==> src/rsc_pkg.sv <==
package rsc_pkg;

  // ----------------------------------------------------------------
  // Register map
  // ----------------------------------------------------------------
  localparam logic [11:0] OFS_WAIT_SEL = 12'h000; // stabilise_wait_select
  localparam logic [11:0] OFS_CAUSE = 12'h004;    // reset_cause_flags, read only
  localparam logic [11:0] OFS_WATCH = 12'h008;    // clock_watch_mode
  localparam logic [11:0] OFS_STATUS = 12'h00c;   // Standby and reset state, read only

  // ----------------------------------------------------------------
  // Field positions and reset values
  // ----------------------------------------------------------------
  localparam int CAUSE_WDT_BIT = 0;            // Watchdog overflow caused reset
  localparam int CAUSE_CLKW_BIT = 1;           // clock_watch_reset_flag
  localparam int CAUSE_LVI_BIT = 2;            // low_voltage_detector caused reset
  localparam int WATCH_EN_BIT = 0;             // clock_watch_enable
  localparam logic [2:0] WAIT_SEL_RST = 3'h4;  // Longest wait after reset
  localparam logic [2:0] WAIT_SEL_MAX = 3'h4;  // Highest legal selection
  localparam logic [2:0] CAUSE_RST = 3'h0;     // Flags after power-up
  localparam int STAB_BASE_SHIFT = 8;          // Wait is 2^(8+sel) cycles
  localparam int CNT_W = 13;                   // Holds 2^12 at most

  // ----------------------------------------------------------------
  // Timing
  // ----------------------------------------------------------------
  localparam int CLK_PERIOD_NS = 40;           // 25 MHz system clock
  localparam int RST_STRETCH_NS = 160;         // Internal reset outlasts its cause
  localparam logic [2:0] RST_HOLD_CYC = 3'((RST_STRETCH_NS + CLK_PERIOD_NS - 1) / CLK_PERIOD_NS);

  // ----------------------------------------------------------------
  // Standby modes
  // ----------------------------------------------------------------
  typedef enum logic [2:0] {
    MODE_RUN = 3'b000,   // CPU clocked
    MODE_HALT = 3'b001,  // CPU halted, oscillators on
    MODE_STOP = 3'b010,  // Oscillators off
    MODE_OSCW = 3'b011,  // Oscillator started, not yet running
    MODE_STAB = 3'b100   // Counting stabilisation wait
  } rsc_mode_e;

  // Input synchroniser bit order
  localparam int SY_PIN = 0;
  localparam int SY_WDT = 1;
  localparam int SY_CLKF = 2;
  localparam int SY_LVI = 3;
  localparam int SY_POC = 4;
  localparam int SY_OSC = 5;
  localparam logic [5:0] SYNC_RST = 6'h01;     // Reset pin idles high

  typedef struct packed {
    logic [5:0] sync1;        // First synchroniser stage
    logic [5:0] sync2;        // Second synchroniser stage
    rsc_mode_e mode;          // Standby mode
    logic [CNT_W-1:0] cnt;    // Stabilisation counter
    logic [2:0] hold;         // Reset stretch counter
    logic in_rst;             // Internal reset active
    logic by_lvi;             // Current reset includes low voltage
    logic retain;             // Reset arrived during STOP
    logic [2:0] wait_sel;     // stabilise_wait_select
    logic [2:0] cause;        // reset_cause_flags
    logic watch_en;           // clock_watch_enable
    logic wdt_clr;            // Watchdog re-initialise
    logic lvi_clr;            // Low-voltage detector re-initialise
    logic xtal_en;            // crystal_clock_input oscillator enable
    logic iosc_en;            // Internal oscillator enable
    logic cpu_en;             // CPU clock enable
    logic port_hiz;           // Ports float
    logic low_oe;             // reset_low_drive_pin enable
    logic low_o;              // reset_low_drive_pin level
    logic pready;             // APB ready
    logic pslverr;            // APB error
    logic [31:0] prdata;      // APB read data
  } rsc_state_s;

endpackage

==> src/rsc_top.sv <==
`timescale 1ns/10ps
module rsc_top (
  input wire logic CLK,                 // System clock, 25 MHz
  input wire logic NRST,                // Power-up reset, async, active low
  input wire logic RESET_IN_N,          // External reset pin
  input wire logic WDT_OVF,             // Watchdog overflow
  input wire logic CLK_FAIL,            // Clock monitor detects stopped clock
  input wire logic LVI_DET,             // low_voltage_detector reset request
  input wire logic POC_DET,             // power_on_clear reset request
  input wire logic OSC_OK,              // Oscillator has started running
  input wire logic STOP_EXEC,           // CPU executes STOP
  input wire logic HALT_EXEC,           // CPU executes HALT
  input wire logic [7:0] IRQ_REQ,       // Interrupt request flags
  input wire logic [7:0] IRQ_MASK,      // Interrupt mask flags, 1 masks
  input wire logic PSEL,                // APB select
  input wire logic PENABLE,             // APB enable
  input wire logic PWRITE,              // APB direction
  input wire logic [11:0] PADDR,        // APB byte address
  input wire logic [31:0] PWDATA,       // APB write data
  output logic [31:0] PRDATA,           // APB read data
  output logic PREADY,                  // APB ready
  output logic PSLVERR,                 // APB error on unmapped address
  output logic SYS_RST_N,               // Merged internal reset
  output logic CPU_CLK_EN,              // CPU clock running
  output logic XTAL_EN,                 // Crystal oscillator enable
  output logic INT_OSC_EN,              // Internal oscillator enable
  output logic RETAIN_HOLD,             // Keep STOP contents through reset
  output logic PORT_HIZ,                // All ports float
  output logic LOW_PIN_O,               // reset_low_drive_pin output level
  output logic LOW_PIN_OE,              // reset_low_drive_pin output enable
  output logic WDT_CLEAR,               // Re-initialise watchdog
  output logic LVI_CLEAR                // Re-initialise low-voltage detector
);

  // ----------------------------------------------------------------
  // State
  // ----------------------------------------------------------------
  localparam int CNT_W_L = rsc_pkg::CNT_W; // Counter width, local copy
  rsc_pkg::rsc_state_s s;       // Registered state
  rsc_pkg::rsc_state_s next_s;  // Next state
  logic pin_rst;                // Synchronised pin reset
  logic wdt_rst;                // Synchronised watchdog request
  logic clkw_rst;               // Clock watch request, only when enabled
  logic lvi_rst;                // Synchronised low-voltage request
  logic poc_rst;                // Synchronised power-on clear
  logic osc_run;                // Synchronised oscillator running
  logic req;                    // Any reset source
  logic pend;                   // Unmasked interrupt pending
  logic setup;                  // APB setup cycle
  logic wr_acc;                 // APB write completes
  logic [CNT_W_L-1:0] limit;    // Stabilisation target

  // ----------------------------------------------------------------
  // Source decode
  // ----------------------------------------------------------------
  always_comb begin
    // Reset pin is active low
    pin_rst = ~s.sync2[rsc_pkg::SY_PIN];
    wdt_rst = s.sync2[rsc_pkg::SY_WDT];
    // Clock watch only resets while it is enabled
    clkw_rst = s.sync2[rsc_pkg::SY_CLKF] & s.watch_en;
    lvi_rst = s.sync2[rsc_pkg::SY_LVI];
    poc_rst = s.sync2[rsc_pkg::SY_POC];
    osc_run = s.sync2[rsc_pkg::SY_OSC];
    req = pin_rst | wdt_rst | clkw_rst | lvi_rst | poc_rst;
    pend = |(IRQ_REQ & ~IRQ_MASK);
    setup = PSEL & ~PENABLE;
    wr_acc = PSEL & PENABLE & s.pready & PWRITE & ~s.pslverr;
    limit = CNT_W_L'(1) << (rsc_pkg::STAB_BASE_SHIFT + int'(s.wait_sel));
  end

  // ----------------------------------------------------------------
  // Next state
  // ----------------------------------------------------------------
  always_comb begin
    next_s = s;
    // Two-stage synchronisers for the reset sources and OSC_OK
    next_s.sync1 = {OSC_OK, POC_DET, LVI_DET, CLK_FAIL, WDT_OVF, RESET_IN_N};
    next_s.sync2 = s.sync1;

    // Software writes; the reset path below overrides them
    if (wr_acc) begin
      if (PADDR == rsc_pkg::OFS_WAIT_SEL && PWDATA[2:0] <= rsc_pkg::WAIT_SEL_MAX) begin
        next_s.wait_sel = PWDATA[2:0];
      end
      if (PADDR == rsc_pkg::OFS_WATCH && PWDATA[rsc_pkg::WATCH_EN_BIT]) begin
        next_s.watch_en = 1'b1;
      end
    end

    // Cause flags, power-on clear wins over every set
    if (wdt_rst) begin
      next_s.cause[rsc_pkg::CAUSE_WDT_BIT] = 1'b1;
    end
    if (clkw_rst) begin
      next_s.cause[rsc_pkg::CAUSE_CLKW_BIT] = 1'b1;
    end
    if (lvi_rst) begin
      next_s.cause[rsc_pkg::CAUSE_LVI_BIT] = 1'b1;
    end
    if (poc_rst) begin
      next_s.cause = rsc_pkg::CAUSE_RST;
    end

    if (req) begin
      // Assert at once and restart the stretch; mode is frozen
      next_s.in_rst = 1'b1;
      next_s.hold = rsc_pkg::RST_HOLD_CYC;
      next_s.watch_en = 1'b0;
      next_s.wait_sel = rsc_pkg::WAIT_SEL_RST;
      if (lvi_rst) begin
        next_s.by_lvi = 1'b1;
      end
      if (s.mode == rsc_pkg::MODE_STOP) begin
        next_s.retain = 1'b1;
      end
    end else if (s.in_rst) begin
      // Synchronous release once the stretch has run out
      if (s.hold != 3'h0) begin
        next_s.hold = s.hold - 3'h1;
      end else begin
        next_s.in_rst = 1'b0;
        next_s.by_lvi = 1'b0;
        next_s.retain = 1'b0;
        next_s.mode = rsc_pkg::MODE_OSCW;
      end
    end else begin
      unique case (s.mode)
        rsc_pkg::MODE_RUN: begin
          // STOP wins over HALT when both arrive together
          if (STOP_EXEC && pend) begin
            next_s.mode = rsc_pkg::MODE_STAB;
            next_s.cnt = '0;
          end else if (STOP_EXEC) begin
            next_s.mode = rsc_pkg::MODE_STOP;
          end else if (HALT_EXEC && !pend) begin
            next_s.mode = rsc_pkg::MODE_HALT;
          end
        end
        rsc_pkg::MODE_HALT: begin
          // Any unmasked request resumes the CPU
          if (pend) begin
            next_s.mode = rsc_pkg::MODE_RUN;
          end
        end
        rsc_pkg::MODE_STOP: begin
          // Wake restarts the oscillator first
          if (pend) begin
            next_s.mode = rsc_pkg::MODE_OSCW;
          end
        end
        rsc_pkg::MODE_OSCW: begin
          // Start-up time is not part of the wait
          if (osc_run) begin
            next_s.mode = rsc_pkg::MODE_STAB;
            next_s.cnt = '0;
          end
        end
        rsc_pkg::MODE_STAB: begin
          // Count up to the selected power of two
          if (s.cnt == limit - CNT_W_L'(1)) begin
            next_s.mode = rsc_pkg::MODE_RUN;
          end else begin
            next_s.cnt = s.cnt + CNT_W_L'(1);
          end
        end
        default: begin
          // Illegal codes fall back to running
          next_s.mode = rsc_pkg::MODE_RUN;
        end
      endcase
    end

    // Outputs follow the next state so each leaves a flip-flop
    next_s.xtal_en = ~next_s.in_rst & (next_s.mode != rsc_pkg::MODE_STOP);
    next_s.iosc_en = ~next_s.in_rst & (next_s.mode != rsc_pkg::MODE_STOP);
    next_s.cpu_en = ~next_s.in_rst & (next_s.mode == rsc_pkg::MODE_RUN);
    next_s.port_hiz = next_s.in_rst;
    next_s.low_oe = next_s.in_rst;
    next_s.low_o = 1'b0;
    next_s.wdt_clr = next_s.in_rst;
    next_s.lvi_clr = next_s.in_rst & ~next_s.by_lvi;

    // APB: answer captured in setup, ready during access
    next_s.pready = setup;
    next_s.pslverr = 1'b0;
    next_s.prdata = 32'h0000_0000;
    if (setup) begin
      unique case (PADDR)
        rsc_pkg::OFS_WAIT_SEL: next_s.prdata = {29'h0, s.wait_sel};
        rsc_pkg::OFS_CAUSE: next_s.prdata = {29'h0, s.cause};
        rsc_pkg::OFS_WATCH: next_s.prdata = {31'h0, s.watch_en};
        rsc_pkg::OFS_STATUS: next_s.prdata = {27'h0, s.in_rst, s.retain, s.mode};
        // Unmapped offsets answer with an error
        default: next_s.pslverr = 1'b1;
      endcase
    end
  end

  // ----------------------------------------------------------------
  // State register
  // ----------------------------------------------------------------
  always_ff @(posedge CLK or negedge NRST) begin
    if (!NRST) begin
      s <= '{sync1: rsc_pkg::SYNC_RST, sync2: rsc_pkg::SYNC_RST, mode: rsc_pkg::MODE_RUN,
             cnt: '0, hold: rsc_pkg::RST_HOLD_CYC, in_rst: 1'b1, by_lvi: 1'b0, retain: 1'b0,
             wait_sel: rsc_pkg::WAIT_SEL_RST, cause: rsc_pkg::CAUSE_RST, watch_en: 1'b0,
             wdt_clr: 1'b1, lvi_clr: 1'b1, xtal_en: 1'b0, iosc_en: 1'b0, cpu_en: 1'b0,
             port_hiz: 1'b1, low_oe: 1'b1, low_o: 1'b0, pready: 1'b0, pslverr: 1'b0,
             prdata: 32'h0000_0000};
    end else begin
      s <= next_s;
    end
  end

  // ----------------------------------------------------------------
  // Outputs
  // ----------------------------------------------------------------
  always_comb begin
    PRDATA = s.prdata;
    PREADY = s.pready;
    PSLVERR = s.pslverr;
    SYS_RST_N = ~s.in_rst;
    CPU_CLK_EN = s.cpu_en;
    XTAL_EN = s.xtal_en;
    INT_OSC_EN = s.iosc_en;
    RETAIN_HOLD = s.retain;
    PORT_HIZ = s.port_hiz;
    LOW_PIN_O = s.low_o;
    LOW_PIN_OE = s.low_oe;
    WDT_CLEAR = s.wdt_clr;
    LVI_CLEAR = s.lvi_clr;
  end
endmodule

==> config.mk <==
export PLATFORM = sky130hd
export DESIGN_NAME = rsc_top
export DESIGN_NICKNAME = d
export VERILOG_FILES = /design/src/rsc_pkg.sv /design/src/rsc_top.sv
export SDC_FILE = /design/constraint.sdc
export NUM_CORES = 1
export LEC_CHECK = 0
export ABC_CLOCK_PERIOD_IN_PS = 3300
export BUFFER_PORTS_ARGS = -buffer_cell sky130_fd_sc_hd__buf_2
export CAP_MARGIN = 20
export CORE_MARGIN = 4
export CORE_UTILIZATION = 49
export CTS_CLUSTER_DIAMETER = 60
export DETAILED_ROUTE_END_ITERATION = 16
export GPL_ROUTABILITY_DRIVEN = 0
export PLACE_DENSITY = 0.81
export SLEW_MARGIN = 10
export SYNTH_ARGS = -nofsm -noshare
export SYNTH_HDL_FRONTEND = slang
export SYNTH_SLANG_ARGS = --single-unit
==> constraint.sdc <==
create_clock -name CLK -period 3.3 [get_ports CLK]
set_input_delay 0.66 -clock CLK [delete_from_list [all_inputs] [get_ports CLK]]
set_output_delay 0.66 -clock CLK [all_outputs]
set_load 0.01 [all_outputs]
==> impl_results.md <==
- Status: completed
- Initial antenna violation count: 0
- Row cnt: 27
- PostCTS Resize Cnt: 0
- VDD IR max: around 320 uV
- Fin Hold WS: 307 ps
- Top cell type's share of synthesized area: 0.384
- CTS Hold Bufs: 0
- Pre-CTS setup slack: approximately 260 ps
- First-pass GRT wire length: about 10 mm
- Drt initial violations: ~180
- Htree depth: 2
- Most common cell in the netlist: dfrtp_1
- Layout cells sized above 1: 0.240
- Top FF cell, synth: dfrtp_1
- RSZ-0062 raised after global routing: no
- Slew Viols, Final: 0
- DR vias: around 2400
- Root Driver: clkbuf_8
- Die ar.: between 7000 and 8000 um^2
- DRC: 0
- IO buf count: slightly below 60
- HP Class: primary input to async pin
- Leak: 1.49 nW
- Dpl cell area: between 3000 and 4000 um^2
- Sink Count: 51
- Largest net degree at the start of global routing: 52
- Initial Util: 0.519
- Hold Violations, Final: 0
- Critical path data required time: roughly 3500 ps
- Critical path peak fanout: 8
- Max cap viols: 0
- Finished Cell Area: 3270 um^2
- Via-to-Cell Ratio: between 5 and 6
- CP Capture Type: flip-flop
- Vias in the first global route: around 2300
- Fin worst setup slack: 234 ps
- Register area share after synthesis: 0.438
- Power, Total: ~1.2 mW
- Top cells by area, synth: dfrtp_1 38%, buf_4 9.2%, dfstp_2 5.4%, nor2_1 3.6%, nand2_1 3.3%
- Fin nets: roughly 440
- Post-synth EDFFs: 0
- Leading area contributor after synthesis: dfrtp_1
- Syn avg cell area: between 9 and 10 um^2
- Setup Skew: just over 7 ps
- CTS tree: built
- Fin crit share: 0.929
- GR Overflow Total: 0
- Critical path's largest stage delay: 540 ps
- Commonest cells in the netlist: 45 x dfrtp_1, 36 x buf_4, 28 x nor2_1, 26 x nand2_1, 12 x a21oi_1
- Core outline area: between 5000 and 6000 um^2
- Min Tclk post-route: around 3100 ps
- Crit path kind: flip-flop to flip-flop
- Post-CTS Setup Repair Bufs: 0
- Yosys reg bits: slightly above 50
- Hpwl dp: between 4 and 5 mm
- Post-synthesis cell count: between 300 and 400
- Die height: about 85 um
- Clk_lat worst skew: roughly 310 ps
- Yosys cell types: 55
- Mapped Area: roughly 2900 um^2
- Drt pass-1 iters: 5
- Worst rel slew slack: 0.515
- CP max stage cell: or4b_1
- Fmax: roughly 330 MHz
- Crit path launch type: flip-flop
- Number of CTS-inserted buffers: 5
- Actual slew at the worst max-slew pin: around 730 ps
- CP Cell Sequence: or3_4, ha_1, or4b_1, o211ai_1, xor2_2, o21ai_1, a211oi_1, mux2i_1
- Diode count: 0
- Worst-path clk slew: 100 ps
- TNS Setup: 0 ps
- Final setup vio count: 0
- Layout fillers: 494
- Total track usage: 0.171
- Die W: 85.3 um
- Power Dens Cells: 380 nW/um^2
- Number of routed nets with antenna violations: 0
- Routed wire length: 6.04 mm
- Synth Warn #: 0
- Area grow syn2layout: 11.5%
- Ys async rst share: 1.00
- Max Buffers Root-to-Sink: 2
- Num ports: 117
- Routed WL per cell: 13.9 um
- Arrival time worst endpoint: 3300 ps
routing by layer:
| layer | vias up | global-route usage | wire (um) |
|---|---|---|---|
| met2 | 100 | 0.292 | 3050 |
| met4 | 0 | 0.0475 | 76 |
| met3 | 9 | 0.0301 | 395 |
| met5 | - | 0 | 0 |
| li1 | 1141 | - | - |
| met1 | 1109 | 0.224 | 2510 |
cell usage in the layout (no fill, tap or decap), types with 3 or more instances in the layout:
cell type,synthesis,layout
buf_2,0,59
dfrtp_1,45,45
nor2_1,28,28
conb_1,1,28
nand2_1,26,26
a21oi_1,12,12
nand3_1,11,11
o21ai_0,11,11
inv_1,10,10
nor2b_1,9,9
nand2b_1,8,8
mux2i_1,8,8
dfstp_2,6,6
nor3_1,6,6
nand4_1,6,6
and2_1,5,5
a211oi_1,5,5
clkbuf_8,0,5
and3_1,4,4
nor4_1,4,4
o21ai_1,4,4
o211ai_1,4,4
xnor2_1,4,4
ha_1,4,4
o21a_1,3,3
and4_1,3,3
or4_1,3,3
buf_4,36,3
through the flow:
| stage | util | std cells |
|---|---|---|
| floorplan | - | 336 |
| global placement | 0.555 | 426 |
| detailed placement | 0.555 | 426 |
| CTS | 0.576 | 434 |
| global route | 0.579 | 435 |
| finish | 0.579 | 435 |
area by class of cell:
cell class | instances | area [um^2] | share of cell area
Clock buffer | 5 | 68.8 | 0.0211
Clock inverter | 3 | 47.5 | 0.0146
Inverter | 10 | 37.5 | 0.0115
Multi-Input combinational cell | 231 | 1400 | 0.429
Sequential cell | 51 | 1280 | 0.393
Tap cell | 72 | 90.1 | 0.0276
Timing Repair Buffer | 63 | 338 | 0.103
registers in the layout, summed over array words and instances (netlist names):
register     cells
poc_rst          1
CPU_CLK_EN       1
PREADY           1
PRDATA           5
RETAIN_HOLD      1
s               30
next_s           6
LOW_PIN_OE       1
INT_OSC_EN       1
lvi_rst          1
LVI_CLEAR        1
PSLVERR          1
osc_run          1
critical path, delay by kind of cell, from the launching register on:
kind / cells / cell delay, ps
xor+xnor: 1 / 350
mux: 1 / 220
simple gates: 2 / 950
flops: 1 / 470
fa+ha+maj: 1 / 260
compound gates: 3 / 740
kinds of logic after synthesis:
logic type,synth area share
mux,0.0491
compound gates,0.131
simple gates,0.222
flops,0.438
other cells,0.00128
xor+xnor,0.0235
buf+inv,0.118
fa+ha+maj,0.0171
worst paths after layout:
path	from	end	slack, ps	cells past startpoint
hold reg to reg	next_s[74]	lvi_rst	360	0
setup / recovery	s[46]	s[66]	230	8
hold / removal	NRST	PSLVERR	310	1
max in group asynchronous	NRST	s[48]	2400	2
setup reg to reg	s[46]	s[66]	230	8
min in group CLK	next_s[74]	lvi_rst	360	0
where the power goes:
part | internal (mW) | leakage (nW) | switching (mW) | total (mW)
Combinational | 0.0509 | 0.831 | 0.0752 | 0.126
Clock | 0.230 | 0.0587 | 0.220 | 0.450
Sequential | 0.645 | 0.596 | 0.0197 | 0.664
Total | 0.926 | 1.49 | 0.315 | 1.24
Note: power is estimated with default switching activity, not from simulation.
